<file path="config.mk">
export PLATFORM = sky130hd
export DESIGN_NAME = sgmb_mgmt_regs
export DESIGN_NICKNAME = d
export VERILOG_FILES = /design/src/sgmb_pkg.sv /design/src/sgmb_mgmt_regs.sv
export SDC_FILE = /design/constraint.sdc
export NUM_CORES = 1
export LEC_CHECK = 0
export BUFFER_PORTS_ARGS = -buffer_cell sky130_fd_sc_hd__buf_2
export CAP_MARGIN = 25
export CORE_MARGIN = 4
export CORE_UTILIZATION = 50
export CTS_BUF_LIST = sky130_fd_sc_hd__clkbuf_8
export CTS_CLUSTER_SIZE = 30
export DETAILED_ROUTE_END_ITERATION = 10
export PLACE_DENSITY = 0.86
export SKIP_CTS_REPAIR_TIMING = 1
export SYNTH_ARGS = -nofsm -noshare
export SYNTH_HDL_FRONTEND = slang
export SYNTH_SLANG_ARGS = --single-unit
export TNS_END_PERCENT = 30
</file>
<file path="constraint.sdc">
create_clock -name i_core_clk -period 7 [get_ports i_core_clk]
set_clock_uncertainty 0.2 [all_clocks]
set_input_delay 0.35 -clock i_core_clk [delete_from_list [all_inputs] [get_ports i_core_clk]]
set_output_delay 0.35 -clock i_core_clk [all_outputs]
set_load 0.02 [all_outputs]
</file>
<file path="src/sgmb_pkg.sv">
// Constants and types for the SGMII management register bank.
// Assumes a single core clock domain; the MDIO pins are sampled on it.
package sgmb_pkg;

	// Register addresses on the management frame
	localparam logic [4:0] SGMB_ADDR_CONTROL = 5'h00;
	localparam logic [4:0] SGMB_ADDR_LINK_STATUS = 5'h01;
	localparam logic [4:0] SGMB_ADDR_ID_HIGH = 5'h02;
	localparam logic [4:0] SGMB_ADDR_ID_LOW = 5'h03;
	localparam logic [4:0] SGMB_ADDR_AN_ADV = 5'h04;
	localparam logic [4:0] SGMB_ADDR_EXT_STATUS = 5'h0F;
	localparam logic [4:0] SGMB_ADDR_AN_IRQ = 5'h10;

	// Control register field positions
	localparam int SGMB_CTL_RESET = 15;
	localparam int SGMB_CTL_LOOPBACK = 14;
	localparam int SGMB_CTL_SPEED_LSB = 13;
	localparam int SGMB_CTL_AN_ENABLE = 12;
	localparam int SGMB_CTL_POWER_DOWN = 11;
	localparam int SGMB_CTL_ISOLATE = 10;
	localparam int SGMB_CTL_AN_RESTART = 9;
	localparam int SGMB_CTL_DUPLEX = 8;
	localparam int SGMB_CTL_COL_TEST = 7;
	localparam int SGMB_CTL_SPEED_MSB = 6;
	localparam int SGMB_CTL_UNIDIR = 5;

	// Control register defaults and constant bits
	localparam logic SGMB_RST_LOOPBACK = 1'h0;
	localparam logic SGMB_RST_AN_ENABLE = 1'h1;
	localparam logic SGMB_RST_POWER_DOWN = 1'h0;
	localparam logic SGMB_RST_ISOLATE = 1'h1;
	localparam logic SGMB_RST_AN_RESTART = 1'h0;
	localparam logic SGMB_RST_UNIDIR = 1'h0;
	localparam logic SGMB_FIX_SPEED_LSB = 1'h0;
	localparam logic SGMB_FIX_DUPLEX = 1'h1;
	localparam logic SGMB_FIX_COL_TEST = 1'h0;
	localparam logic SGMB_FIX_SPEED_MSB = 1'h1;

	// Extended status: only 1000BASE-X full duplex advertised
	localparam logic [15:0] SGMB_EXT_STATUS_VALUE = 16'h8000;

	// Interrupt control register fields and defaults
	localparam int SGMB_IRQ_STATUS = 1;
	localparam int SGMB_IRQ_ENABLE = 0;
	localparam logic SGMB_RST_IRQ_STATUS = 1'h0;
	localparam logic SGMB_RST_IRQ_ENABLE = 1'h1;

	// Management frame layout
	localparam logic [2:0] SGMB_START_SEEN = 3'h5;
	localparam logic [1:0] SGMB_OP_READ = 2'h2;
	localparam logic [1:0] SGMB_OP_WRITE = 2'h1;
	localparam logic [4:0] SGMB_HEAD_LAST = 5'h0B;
	localparam logic [4:0] SGMB_TURN_LAST = 5'h01;
	localparam logic [4:0] SGMB_DATA_LAST = 5'h0F;
	localparam int SGMB_OP_HI = 11;
	localparam int SGMB_OP_LO = 10;
	localparam int SGMB_PHY_HI = 9;
	localparam int SGMB_PHY_LO = 5;
	localparam int SGMB_REG_HI = 4;
	localparam int SGMB_REG_LO = 0;
	localparam int SGMB_WORD_MSB = 15;

	typedef enum logic [1:0] {
		SGMB_IDLE,
		SGMB_HEAD,
		SGMB_TURN,
		SGMB_DATA
	} sgmb_state_e;

	typedef struct packed {
		sgmb_state_e st;
		logic [2:0] hist;
		logic [4:0] cnt;
		logic [15:0] sh;
		logic [1:0] op;
		logic [4:0] reg_addr;
		logic hit;
		logic mdc_q;
		logic mdio_o;
		logic mdio_oe;
		logic loopback;
		logic an_enable;
		logic power_down;
		logic isolate;
		logic an_restart;
		logic unidir;
		logic irq_status;
		logic irq_enable;
		logic soft_reset;
	} sgmb_regs_s;

endpackage

</file>
<file path="src/sgmb_mgmt_regs.sv">
// SGMII management register bank with its MDIO slave.
// Assumes MDC and MDIO input are synchronous to the core clock and
// that MDC is several core clocks per phase.
`timescale 1ns/1ps

// Summary of operation
// (RQ1) Extended status bit 15 reads one always
// (RQ2) Extended status bits 14..0 read zero
// (RQ3) Enabled interrupt sets status on autoneg completion
// (RQ4) Status stays set until station writes zero
// (RQ5) Disabled interrupt forces status to zero
// (RQ6) Interrupt output mirrors the status bit
// (RQ7) Interrupt enable is read/write, defaults one
// (RQ8) Undefined addresses read zero, ignore writes
// (RQ9) Hard, lock-loss or soft reset restores defaults
// (RQ10) Loopback bit drives internal or external loopback
// (RQ11) Speed bits read zero and one
// (RQ12) Autoneg enable read/write, defaults one
// (RQ13) Power down sticky, cleared by core reset
// (RQ14) Isolate defaults one and isolates GMII
// (RQ15) Restart autoneg bit self clears
// (RQ16) Duplex reads one, collision test zero
// (RQ17) Unidirectional enable allows transmit, defaults zero
// (RQ18) Control bits 4..0 read zero, writes ignored
// (RQ19) Writes to constant bits change nothing
module sgmb_mgmt_regs
	import sgmb_pkg::*;
#(
	parameter bit P_TBI_MODE = 1'b0
) (
	// Clock, reset, enable
	input wire logic i_core_clk,
	input wire logic i_arst_n,
	input wire logic i_ce,
	input wire logic i_clock_manager_locked,
	// MDIO pins
	input wire logic i_mdc,
	input wire logic i_mdio_i,
	output logic o_mdio_o,
	output logic o_mdio_oe,
	input wire logic [4:0] i_phy_addr,
	// Words for registers 1 to 4, built elsewhere
	input wire logic [15:0] i_link_status_word,
	input wire logic [15:0] i_phy_id_high_word,
	input wire logic [15:0] i_phy_id_low_word,
	input wire logic [15:0] i_an_adv_word,
	// Auto-negotiation events
	input wire logic i_an_complete,
	output logic o_autoneg_irq_output,
	// Core controls
	output logic o_soft_reset,
	output logic o_loopback_en,
	output logic o_ewrap,
	output logic o_an_enable,
	output logic o_power_down,
	output logic o_isolate,
	output logic o_an_restart,
	output logic o_unidir_en
);

	localparam sgmb_regs_s C_RST = '{
		st: SGMB_IDLE,
		hist: '0,
		cnt: '0,
		sh: '0,
		op: '0,
		reg_addr: '0,
		hit: 1'b0,
		mdc_q: 1'b0,
		mdio_o: 1'b0,
		mdio_oe: 1'b0,
		loopback: SGMB_RST_LOOPBACK,
		an_enable: SGMB_RST_AN_ENABLE,
		power_down: SGMB_RST_POWER_DOWN,
		isolate: SGMB_RST_ISOLATE,
		an_restart: SGMB_RST_AN_RESTART,
		unidir: SGMB_RST_UNIDIR,
		irq_status: SGMB_RST_IRQ_STATUS,
		irq_enable: SGMB_RST_IRQ_ENABLE,
		soft_reset: 1'b0
	};

	logic [1:0] rst_sync_r;
	logic rst_n;
	sgmb_regs_s r;
	sgmb_regs_s n;
	logic mdc_rise;
	logic [15:0] rd_word;
	logic [15:0] wr_word;
	logic [11:0] head;
	logic wr_commit;

	// Reset release through two flops
	always_ff @(posedge i_core_clk or negedge i_arst_n) begin
		if (!i_arst_n) begin
			rst_sync_r <= 2'h0;
		end else begin
			rst_sync_r <= {rst_sync_r[0], 1'b1};
		end
	end
	assign rst_n = rst_sync_r[1];

	assign mdc_rise = i_mdc & ~r.mdc_q;
	assign head = {r.sh[10:0], i_mdio_i};
	assign wr_word = {r.sh[14:0], i_mdio_i};

	// Read data for the addressed register
	always_comb begin
		rd_word = '0; // RQ8
		case (r.reg_addr)
			SGMB_ADDR_CONTROL: begin
				rd_word[SGMB_CTL_RESET] = 1'b0;
				rd_word[SGMB_CTL_LOOPBACK] = r.loopback;
				rd_word[SGMB_CTL_SPEED_LSB] = SGMB_FIX_SPEED_LSB; // RQ11
				rd_word[SGMB_CTL_AN_ENABLE] = r.an_enable;
				rd_word[SGMB_CTL_POWER_DOWN] = r.power_down;
				rd_word[SGMB_CTL_ISOLATE] = r.isolate;
				rd_word[SGMB_CTL_AN_RESTART] = r.an_restart;
				rd_word[SGMB_CTL_DUPLEX] = SGMB_FIX_DUPLEX; // RQ16
				rd_word[SGMB_CTL_COL_TEST] = SGMB_FIX_COL_TEST; // RQ16
				rd_word[SGMB_CTL_SPEED_MSB] = SGMB_FIX_SPEED_MSB; // RQ11
				rd_word[SGMB_CTL_UNIDIR] = r.unidir;
				// Bits 4..0 stay zero
			end
			SGMB_ADDR_LINK_STATUS: rd_word = i_link_status_word;
			SGMB_ADDR_ID_HIGH: rd_word = i_phy_id_high_word;
			SGMB_ADDR_ID_LOW: rd_word = i_phy_id_low_word;
			SGMB_ADDR_AN_ADV: rd_word = i_an_adv_word;
			SGMB_ADDR_EXT_STATUS: begin
				rd_word = SGMB_EXT_STATUS_VALUE; // RQ1 RQ2
			end
			SGMB_ADDR_AN_IRQ: begin
				rd_word[SGMB_IRQ_STATUS] = r.irq_status;
				rd_word[SGMB_IRQ_ENABLE] = r.irq_enable;
			end
			default: rd_word = '0; // RQ8
		endcase
	end

	always_comb begin
		n = r;
		wr_commit = 1'b0;
		n.mdc_q = i_mdc;
		n.soft_reset = 1'b0;
		// Restart is a one-cycle request, then reads back zero
		n.an_restart = 1'b0; // RQ15

		// Management frame engine, one step per MDC rise
		if (mdc_rise) begin
			case (r.st)
				SGMB_IDLE: begin
					n.hist = {r.hist[1:0], i_mdio_i};
					n.mdio_oe = 1'b0;
					// Preamble one, then start bits 0 and 1
					if ({r.hist[1:0], i_mdio_i} == SGMB_START_SEEN) begin
						n.st = SGMB_HEAD;
						n.cnt = '0;
					end
				end
				SGMB_HEAD: begin
					n.sh = {r.sh[14:0], i_mdio_i};
					n.cnt = r.cnt + 5'h01;
					if (r.cnt == SGMB_HEAD_LAST) begin
						n.op = head[SGMB_OP_HI:SGMB_OP_LO];
						n.reg_addr = head[SGMB_REG_HI:SGMB_REG_LO];
						n.hit = (head[SGMB_PHY_HI:SGMB_PHY_LO] == i_phy_addr);
						n.cnt = '0;
						n.st = SGMB_TURN;
						if (head[SGMB_OP_HI:SGMB_OP_LO] != SGMB_OP_READ &&
							head[SGMB_OP_HI:SGMB_OP_LO] != SGMB_OP_WRITE) begin
							n.st = SGMB_IDLE;
							n.hist = '0;
						end
					end
				end
				SGMB_TURN: begin
					n.cnt = r.cnt + 5'h01;
					if (r.cnt == SGMB_TURN_LAST) begin
						n.st = SGMB_DATA;
						n.cnt = '0;
						n.sh = rd_word;
						n.mdio_o = rd_word[SGMB_WORD_MSB];
					end else if (r.hit && r.op == SGMB_OP_READ) begin
						// Second turnaround bit is driven low
						n.mdio_oe = 1'b1;
						n.mdio_o = 1'b0;
					end
				end
				SGMB_DATA: begin
					n.cnt = r.cnt + 5'h01;
					if (r.op == SGMB_OP_READ) begin
						n.sh = {r.sh[14:0], 1'b0};
						n.mdio_o = r.sh[SGMB_WORD_MSB - 1];
					end else begin
						n.sh = wr_word;
					end
					if (r.cnt == SGMB_DATA_LAST) begin
						n.st = SGMB_IDLE;
						n.hist = '0;
						n.mdio_oe = 1'b0;
						n.mdio_o = 1'b0;
						wr_commit = r.hit && (r.op == SGMB_OP_WRITE);
					end
				end
				default: begin
					n.st = SGMB_IDLE;
					n.hist = '0;
					n.mdio_oe = 1'b0;
				end
			endcase
		end

		// Register writes; constant and reserved bits are not stored
		if (wr_commit) begin
			case (r.reg_addr)
				SGMB_ADDR_CONTROL: begin // RQ18 RQ19
					n.loopback = wr_word[SGMB_CTL_LOOPBACK]; // RQ10
					n.an_enable = wr_word[SGMB_CTL_AN_ENABLE]; // RQ12
					// Only a core reset can bring this back to zero
					n.power_down = r.power_down |
						wr_word[SGMB_CTL_POWER_DOWN]; // RQ13
					n.isolate = wr_word[SGMB_CTL_ISOLATE]; // RQ14
					n.an_restart = wr_word[SGMB_CTL_AN_RESTART]; // RQ15
					n.unidir = wr_word[SGMB_CTL_UNIDIR]; // RQ17
					n.soft_reset = wr_word[SGMB_CTL_RESET]; // RQ9
				end
				SGMB_ADDR_AN_IRQ: begin
					n.irq_enable = wr_word[SGMB_IRQ_ENABLE]; // RQ7
					// Writing one leaves the flag alone
					if (!wr_word[SGMB_IRQ_STATUS]) begin
						n.irq_status = 1'b0; // RQ4
					end
				end
				default: ; // RQ8
			endcase
		end

		// A completion in the clearing cycle still sets the flag
		if (i_an_complete && r.irq_enable) begin
			n.irq_status = 1'b1; // RQ3 RQ4
		end
		if (!n.irq_enable) begin
			n.irq_status = 1'b0; // RQ5
		end

		// Lock loss or soft reset: registers back to defaults
		if (!i_clock_manager_locked || n.soft_reset) begin // RQ9
			n.loopback = C_RST.loopback;
			n.an_enable = C_RST.an_enable;
			n.power_down = C_RST.power_down; // RQ13
			n.isolate = C_RST.isolate;
			n.an_restart = C_RST.an_restart;
			n.unidir = C_RST.unidir;
			n.irq_status = C_RST.irq_status;
			n.irq_enable = C_RST.irq_enable;
		end
	end

	// Clock enable low freezes everything but the reset path, frame engine included
	always_ff @(posedge i_core_clk or negedge i_arst_n) begin
		if (!i_arst_n) begin
			r <= C_RST; // RQ9
		end else if (!rst_n) begin
			r <= C_RST;
		end else if (i_ce) begin
			r <= n;
		end
	end

	assign o_mdio_o = r.mdio_o;
	assign o_mdio_oe = r.mdio_oe;
	assign o_autoneg_irq_output = r.irq_status; // RQ6
	assign o_soft_reset = r.soft_reset;
	// Transceiver loopback versus request to the external PMA
	assign o_loopback_en = r.loopback & ~P_TBI_MODE; // RQ10
	assign o_ewrap = r.loopback & P_TBI_MODE; // RQ10
	assign o_an_enable = r.an_enable; // RQ12
	// No effect in the ten-bit interface variant
	assign o_power_down = r.power_down & ~P_TBI_MODE; // RQ13
	assign o_isolate = r.isolate; // RQ14
	assign o_an_restart = r.an_restart; // RQ15
	assign o_unidir_en = r.unidir; // RQ17

endmodule

</file>
==> results list, run 1 <==
- For this design the ratio of total power to cell area is 141 nW/um2.
* Antenna diode instance count: 0
- The worst setup path is of the flop to flop kind.
- For the worst setup path, the data required time is 7.00 ns.
- Most common cell in the synthesized netlist: sky130_fd_sc_hd__dfrtp_1
* Leading cell types by total area after synthesis: sky130_fd_sc_hd__dfrtp_1, sky130_fd_sc_hd__a22oi_1, sky130_fd_sc_hd__mux2i_1
* Floorplan die area: 7180 um2
- Setup slack closes at 4.10 ns.
* Synthesis warning total: 0
- Post-synth EDFFs: 0
- In this design, the largest share of critical-path delay is due to simple AND/OR/NAND/NOR gates.
- Ratio of routed vias to standard cells: 6.39
* Maximum capacitance violations: 0
* Distinct cells, synth: 62
- For this design the top-level I/O count stands at 87.
- The largest individual stage delay along the critical path comes from the cell sky130_fd_sc_hd__nor4b_2.
- For the final routed database, the setup TNS stands at 0 ns.
* Part of the power in registers: 0.552
* Average size of a mapped cell: 9.29 um2
- Among all flip-flop cells after synthesis, the most frequent one is sky130_fd_sc_hd__dfrtp_1.
* Port bufs: 85
- Setup violations remaining at the end of the flow were counted as 0.
- Core ar.: 5610 um2
- Final cell area excluding filler cells: 3510 um2
- Clock Sinks: 46
- The share of total power dissipated in the clock network is 0.318.
- Of the cells placed in the final design, the portion with a size suffix greater than 1 is 0.301.
- In this run the deepest clock path goes through 2 buffers.
- Worst-case hold path end point: r[11]$_DFFE_PN0N_
- Post-placement cell area: 3390 um2
* Overall die width: 84.7 um
- The worst register-to-register path begins at r[14]$_DFFE_PN0P_.
* Detail Route Antenna Nets: 0
* Total number of H-tree levels: 2
- Xor and xnor fraction of the mapped netlist area: 0.0178
- Static Leakage: 1.61 nW
* Worst setup slack before clock tree synthesis: 4.16 ns
- Hold crit path type: primary input to flop
* Global placer's final weighted congestion: 0.898
- Final hold analysis gives a worst-case slack of 0.155 ns.
- Counting every net in the synthesized netlist gives 400.
* # rows: 27
- Max-slew violation total from the final report: 0
- Worst flop-to-flop path endpoint: o_mdio_o$_DFFE_PN0P_
- The number of buffers and inverters on the critical path is 1.
- Type of destination of the critical path: flop
- Register-to-register setup slack: 4.10 ns
- Switching Fraction: 0.260
* Worst-margin pin slew: 0.836 ns
- Summing all flip-flop and latch instances after layout gives 1150 um2.
- Tightest slew margin relative to the limit: 0.441
- Final critical delay including setup and external delays: 2.90 ns
- TritonCTS clock tree: yes
- Dpl cells: 457
* Unrepaired setup endpoints after global routing: false
- DR WL/cell: 18.1 um
* Portion of the clock cycle consumed by the worst path in the final layout: 0.414
- Number of global-route vias before repair: 2861
* Startpoint of the worst hold path: i_mdc
- Top cell type by total area after synthesis: sky130_fd_sc_hd__dfrtp_1
* Total power: 494 uW
- Footprint of the multi-input gates: 1660 um2
- After synthesis the cells add up to 2940 um2.
* Via total after detailed routing: 2983
* Multiplexer fraction of the synthesized cell area: 0.0561
- Run status: complete, no violations
- Entering global routing, the biggest net connects 47 pins.
- The signal on the critical path passes through or2_2 > nor4b_2 > buf_4 > a22o_1 > o21ai_0 > a221oi_1.
* Fill count: 485
- Relative to the synthesized area, the layout overhead comes to 19.1%.
* FMAX: 0.345 GHz
- Arrival time of data at the critical path endpoint: 2.90 ns
- Antenna violations before repair: 0
- Wirelength, routed: 8.46 mm
- Of the synthesized area, sequential elements account for 0.392.
* Die Span Y: 84.7 um
- Excluding fillers, the count of instances in the completed layout stands at 467.
- Net switching power figure: 129 uW
- Proportion of netlist area held by the largest area contributor: 0.365
- For this run the aggregate overflow at the end of global routing stands at 0.
- Clock tree synthesis selected as its root buffer the cell sky130_fd_sc_hd__clkbuf_8.
* Commonest cells in the netlist: sky130_fd_sc_hd__dfrtp_1, sky130_fd_sc_hd__nand2_1, sky130_fd_sc_hd__a22oi_1, sky130_fd_sc_hd__nor2_1, sky130_fd_sc_hd__o21ai_0
- Starting density of the core: 0.525
- The synthesized-area fraction occupied by ao, oa, aoi and oai cells came to 0.280.
* Worst hold stages: 3
- Cell internal power was estimated by the tool at 366 uW.
- The largest single stage delay on the critical path is 0.72 ns.
- After the first detailed-routing iteration, the DRC count stood at 278.
- Along the worst path, the maximum fanout reaches 11.
- Cells after Synth: 317
* Clock slew at reported path FFs: 0.09 ns
- NumNets Final: 477
- Fin util: 0.625
- Final Hold Violating Endpoints: 0
- Dominant combinational cell family by area after synthesis: compound AO/OA/AOI/OAI gates
* DRT Pass-1 Iters: 5
- In the synthesized netlist the async set-or-reset flop fraction comes to 1.00.
- In this run, synthesis produced a sequential element count of 46.
- Half-perimeter wire length of the detailed placement result: 6.48 mm
* Power share of the combinational group: 0.130
* Critical Path Source Type: flop
- VDD sags by at most 0.126 mV.
* GR Util All Layers: 0.239
- First-pass GRT wire length: 14.0 mm
- Clock latency of the later-clocked register in the worst-skew pair: 0.31 ns
- TritonCTS Buffers: 5
- Post-synthesis simple-gate area fraction: 0.177
* Adder and majority gate portion of the synthesized area: 0.0297
- Total DRC errors in the routed layout: 0
- Measured in cells, the most critical reg-to-reg path has a length of 6.
## metal layers
metal,GRT usage,part of all wire
met5,0,0
met4,0.0705,0.014
met3,0.0648,0.10
met2,0.386,0.46
met1,0.316,0.43
## cells by family (layout without fill, tap and decap cells)
family / Yosys count / count (layout)
AO/OA/AOI/OAI: 113 / 113
AND/OR/NAND/NOR: 97 / 97
flip-flops: 46 / 46
buffers and inverters: 32 / 110
multiplexers: 14 / 14
adder cells (fa/ha/maj): 7 / 7
XOR/XNOR: 6 / 6
other: 2 / 2
## area by class of cell
type | count | share of cell area
Clock inverter | 3 | 0.00392
Timing Repair Buffer | 90 | 0.136
Sequential cell | 46 | 0.329
Inverter | 12 | 0.0128
Multi-Input combinational cell | 239 | 0.472
Clock buffer | 5 | 0.0196
Tap cell | 72 | 0.0257
## how the worst max path moves through the flow
stage | end | slack [ns] | startpoint | cells past startpoint
final | o_mdio_o$_DFFE_PN0P_ | 4.10 | r[14]$_DFFE_PN0P_ | 6
after global routing | o_mdio_o$_DFFE_PN0P_ | 3.98 | r[14]$_DFFE_PN0P_ | 6
after global placement | o_mdio_o$_DFFE_PN0P_ | 4.26 | r[14]$_DFFE_PN0P_ | 6
after floorplan | r[31]$_DFFE_PN0P_ | 4.46 | r[37]$_DFFE_PN0P_ | 8
after CTS | head[6]$_DFFE_PN0P_ | 4.13 | r[37]$_DFFE_PN0P_ | 7
after detailed placement | head[6]$_DFFE_PN0P_ | 4.16 | r[37]$_DFFE_PN0P_ | 7
## power by group through the flow
stage               clock network [mW]  logic (mW)  registers [mW]
floorplan                            0      0.0274           0.277
detailed placement                   0      0.0614           0.278
global placement                     0      0.0598           0.278
CTS                              0.160      0.0619           0.273
global route                     0.171      0.0708           0.274
finish                           0.157      0.0642           0.273
## tightest hold or removal path: stages
cell	delay [ns]
sky130_fd_sc_hd__buf_2	0.11
sky130_fd_sc_hd__mux2i_1	0.07
sky130_fd_sc_hd__nor2_1	0.08
## layout by cell type (no fill, tap or decap), types with 3 or more instances in the layout
cell type / count
sky130_fd_sc_hd__nand3_1: 4
sky130_fd_sc_hd__a22o_1: 6
sky130_fd_sc_hd__clkbuf_8: 5
sky130_fd_sc_hd__inv_1: 13
sky130_fd_sc_hd__nor4_1: 5
sky130_fd_sc_hd__buf_4: 3
sky130_fd_sc_hd__and3_1: 3
sky130_fd_sc_hd__o21ai_0: 21
sky130_fd_sc_hd__dfrtp_1: 43
sky130_fd_sc_hd__a31oi_1: 8
sky130_fd_sc_hd__nor3_1: 4
sky130_fd_sc_hd__nor2b_1: 4
sky130_fd_sc_hd__nand2b_1: 3
sky130_fd_sc_hd__a221o_2: 6
sky130_fd_sc_hd__nor2_1: 23
sky130_fd_sc_hd__dfstp_2: 3
sky130_fd_sc_hd__or3_1: 3
sky130_fd_sc_hd__a21oi_1: 15
sky130_fd_sc_hd__ha_1: 7
sky130_fd_sc_hd__a22oi_1: 24
sky130_fd_sc_hd__a221o_1: 5
sky130_fd_sc_hd__buf_2: 85
sky130_fd_sc_hd__a211oi_1: 3
sky130_fd_sc_hd__mux2i_1: 12
sky130_fd_sc_hd__nand2_1: 30
sky130_fd_sc_hd__xor2_1: 4
## registers in the layout, indices dropped and copies added (netlist names)
name and flops:
o_autoneg_irq_output 1, o_mdio_oe 1, o_mdio_o 1, rst_sync_r 2, o_power_down 1, o_loopback_en 1, r 23, o_an_enable 1
head 11, o_isolate 1, o_an_restart 1, o_soft_reset 1, o_unidir_en 1
(Power assumes the default switching activity.)
==> run 2, diff against run 1 <==
==> constraint.sdc (replaced) <==
create_clock -name i_core_clk -period 2.99 [get_ports i_core_clk]
set_clock_uncertainty 0.2 [all_clocks]
set_input_delay 0.1495 -clock i_core_clk [delete_from_list [all_inputs] [get_ports i_core_clk]]
set_output_delay 0.1495 -clock i_core_clk [all_outputs]
set_load 0.02 [all_outputs]
==> results list, run 2 (same netlist as run 1, synthesis figures left out) <==
* Number of global-route vias before repair: 3007 (was 2861)
- Share of post-route cells with drive strength above 1: 0.315 (was 0.301)
- Register-to-register setup slack: 0.15 ns (was 4.10 ns)
- Area added between synthesis and finish: 22.6% (was 19.1%)
* NumNets Final: 488 (was 477)
* Core ar.: 5610 um2 (unchanged)
- Max-slew violation total from the final report: 0 (unchanged)
* Worst-margin pin slew: 0.759 ns (was 0.836 ns)
- Unrepaired setup endpoints after global routing: false (unchanged)
- Floorplan die area: 7180 um2 (unchanged)
* Portion of the clock cycle consumed by the worst path in the final layout: 0.951 (was 0.414)
- The number of buffers on the longest clock path came to 2 (unchanged).
- The first-iteration detailed-routing DRC count came to 231 (was 278).
- The CTS buffer count was 5 (unchanged).
* Part of the power in registers: 0.531 (was 0.552)
- CP Class: flop to flop (unchanged)
- The final standard cell count with taps included and fillers excluded is 478 (was 467).
- The maximum resistive drop on vdd came to 0.308 mV (was 0.126 mV).
- The clock latency of the later-clocked register in the worst-skew pair is 0.31 ns (about the same).
- DR WL/cell: 18.9 um (was 18.1 um)
- Total number of H-tree levels: 2 (unchanged)
* Antenna diode instance count: 0 (unchanged)
* Total DRC errors in the routed layout: 0 (unchanged)
* Hold crit path type: primary input to flop (unchanged)
- The most common cell after layout, fill and taps aside was sky130_fd_sc_hd__buf_2 (unchanged).
- The clock-pin slew of the registers on the worst-case setup and hold paths was 0.09 ns (about the same).
- Type of destination of the critical path: flop (unchanged)
- I/O pins: 87 (unchanged)
* Via total after detailed routing: 3087 (was 2983)
- The CTS sink count came to 46 (unchanged).
* Overflow left after global routing: 0 (unchanged)
- Relative contribution of the clock network to total power: 0.340 (was 0.318)
- Maximum capacitance violations: 0 (unchanged)
- The nature of the critical path startpoint is a flop (unchanged).
- Reg-to-reg critical path startpoint: r[37]$_DFFE_PN0P_ (was r[14]$_DFFE_PN0P_)
- The vertical die dimension is 84.7 um (unchanged).
- The final hold violation count came to 0 (unchanged).
- Wirelength, routed: 9.02 mm (was 8.46 mm)
- The tightest slew margin relative to the limit is 0.494 (was 0.441).
* Port bufs: 85 (unchanged)
* Antenna violations before repair: 0 (unchanged)
- Setup total negative slack: 0 ns (unchanged)
* Number of flip-flops in the largest register: 23 (unchanged)
* Internal power: 887 uW (was 366 uW)
* Half-perimeter wire length of the detailed placement result: 6.81 mm (was 6.48 mm)
* Startpoint of the worst hold path: i_ce (was i_mdc)
* GR Util All Layers: 0.248 (was 0.239)
- Power share of the combinational group: 0.130 (about the same)
- Detail Route Antenna Nets: 0 (unchanged)
* Most frequent cells in the layout: sky130_fd_sc_hd__buf_2, sky130_fd_sc_hd__dfrtp_1, sky130_fd_sc_hd__nand2_1 (unchanged)
- R2R cell count: 7 (was 6)
- Global placer's final weighted congestion: 0.932 (was 0.898)
- Final critical delay including setup and external delays: 2.84 ns (was 2.90 ns)
- The signal arrival time at the worst endpoint is 2.90 ns (about the same).
- Worst EP required: 3.05 ns (was 7.00 ns)
- Switching Fraction: 0.264 (was 0.260)
- The total placed cells including tap cells is 465 (was 457).
- Worst hold stages: 3 (unchanged)
- The x dimension of the die came to 84.7 um (unchanged).
- Power per cell area: 334 nW/um2 (was 141 nW/um2)
- Final cell area excluding filler cells: 3610 um2 (was 3510 um2)
- The per-cell via count in the routed design was 6.46 (was 6.39).
- The CTS tree is yes (unchanged).
* Buffer cell driving the clock tree root: sky130_fd_sc_hd__clkbuf_8 (unchanged)
* Largest register by flop count: r (unchanged)
- The maximum clock frequency came to 0.352 GHz (was 0.345 GHz).
* Worst-case hold path end point: o_soft_reset$_DFFE_PN0N_ (was r[11]$_DFFE_PN0N_)
- Net switching power figure: 319 uW (was 129 uW)
- The reg-to-reg critical path endpoint was r[32]$_DFFE_PN0P_ (was o_mdio_o$_DFFE_PN0P_).
- Post-placement cell area: 3450 um2 (was 3390 um2)
* Largest fanout on the critical path: 10 (was 11)
* DRT Pass-1 Iters: 5 (unchanged)
- First-pass GRT wire length: 14.4 mm (was 14.0 mm)
- Run status: complete, no violations (unchanged)
- The count of standard-cell rows came to 27 (unchanged).
- Pin count of the biggest net entering global routing: 47 (unchanged)
- Static Leakage: 1.67 nW (was 1.61 nW)
- Endpoints failing setup: 0 (unchanged)
- Starting density of the core: 0.525 (unchanged)
==> run 2: cell count changes in the layout (fill, tap and decap cells not counted), sizes merged <==
cell,before,now
clkinv,2,1
inv,13,12
buf,89,97
clkbuf,5,6
dlygate4sd3,1,4
clkinvlp,0,1
==> run 2: how the worst max path moves through the flow <==
stage | startpoint | to | slack [ns] | cells after the start
floorplan | r[37]$_DFFE_PN0P_ | r[31]$_DFFE_PN0P_ | 0.45 | 8
global placement | r[37]$_DFFE_PN0P_ | r[32]$_DFFE_PN0P_ | 0.29 | 7
detailed placement | r[37]$_DFFE_PN0P_ | r[32]$_DFFE_PN0P_ | 0.16 | 7
CTS | r[37]$_DFFE_PN0P_ | r[32]$_DFFE_PN0P_ | 0.14 | 7
global route | r[37]$_DFFE_PN0P_ | r[33]$_DFFE_PN0P_ | 0.06 | 7
finish | r[37]$_DFFE_PN0P_ | r[32]$_DFFE_PN0P_ | 0.15 | 7
==> run 2: routing by layer <==
metal,track usage,vias up,part of all wire
met1,0.331,1467,0.39
li1,-,1388,-
met4,0.0863,0,0.020
met5,0,-,0
met2,0.394,215,0.47
met3,0.0608,17,0.12
==> run 2: power by group through the flow <==
stage	Sequential, mW	Clock [mW]	Combinational (mW)
floorplan	0.649	0	0.0641
global placement	0.650	0	0.141
detailed placement	0.651	0	0.146
CTS	0.639	0.413	0.147
global route	0.641	0.440	0.171
finish	0.640	0.409	0.156
==> run 2: stage by stage <==
| step | hold slack (ns) | setup WS, ns | total power, mW | utilization |
|---|---|---|---|---|
| 6_report | 0.0141 | 0.147 | 1.21 | 0.644 |
| 5_1_grt | 0.0348 | 0.0553 | 1.25 | 0.644 |
| 4_1_cts | -0.149 | 0.140 | 1.20 | 0.633 |
| 3_5_place_dp | 0.142 | 0.165 | 0.797 | 0.616 |
| 3_3_place_gp | 0.137 | 0.294 | 0.791 | 0.615 |
| 2_1_floorplan | -0.346 | 0.449 | 0.713 | - |
==> run 2: critical path: stages (launching register included) <==
cell and delay [ns]:
sky130_fd_sc_hd__dfrtp_1 0.41, sky130_fd_sc_hd__inv_1 0.07, sky130_fd_sc_hd__ha_1 0.15, sky130_fd_sc_hd__or4b_4 0.49, sky130_fd_sc_hd__or4_4 0.56, sky130_fd_sc_hd__or3_1 0.51, sky130_fd_sc_hd__a31oi_1 0.25, sky130_fd_sc_hd__a221o_2 0.14
==> run 2: final cells by class <==
| cell class | instances | area, um2 |
|---|---|---|
| flip-flops and latches | 46 | 1150 |
| well taps | 72 | 90.1 |
| repair buffers | 101 | 568 |
| clock inverters | 2 | 12.5 |
| fillers | 459 | 2000 |
| multi-input cells | 239 | 1660 |
| clock buffers | 6 | 82.6 |
| inverters | 12 | 45.0 |
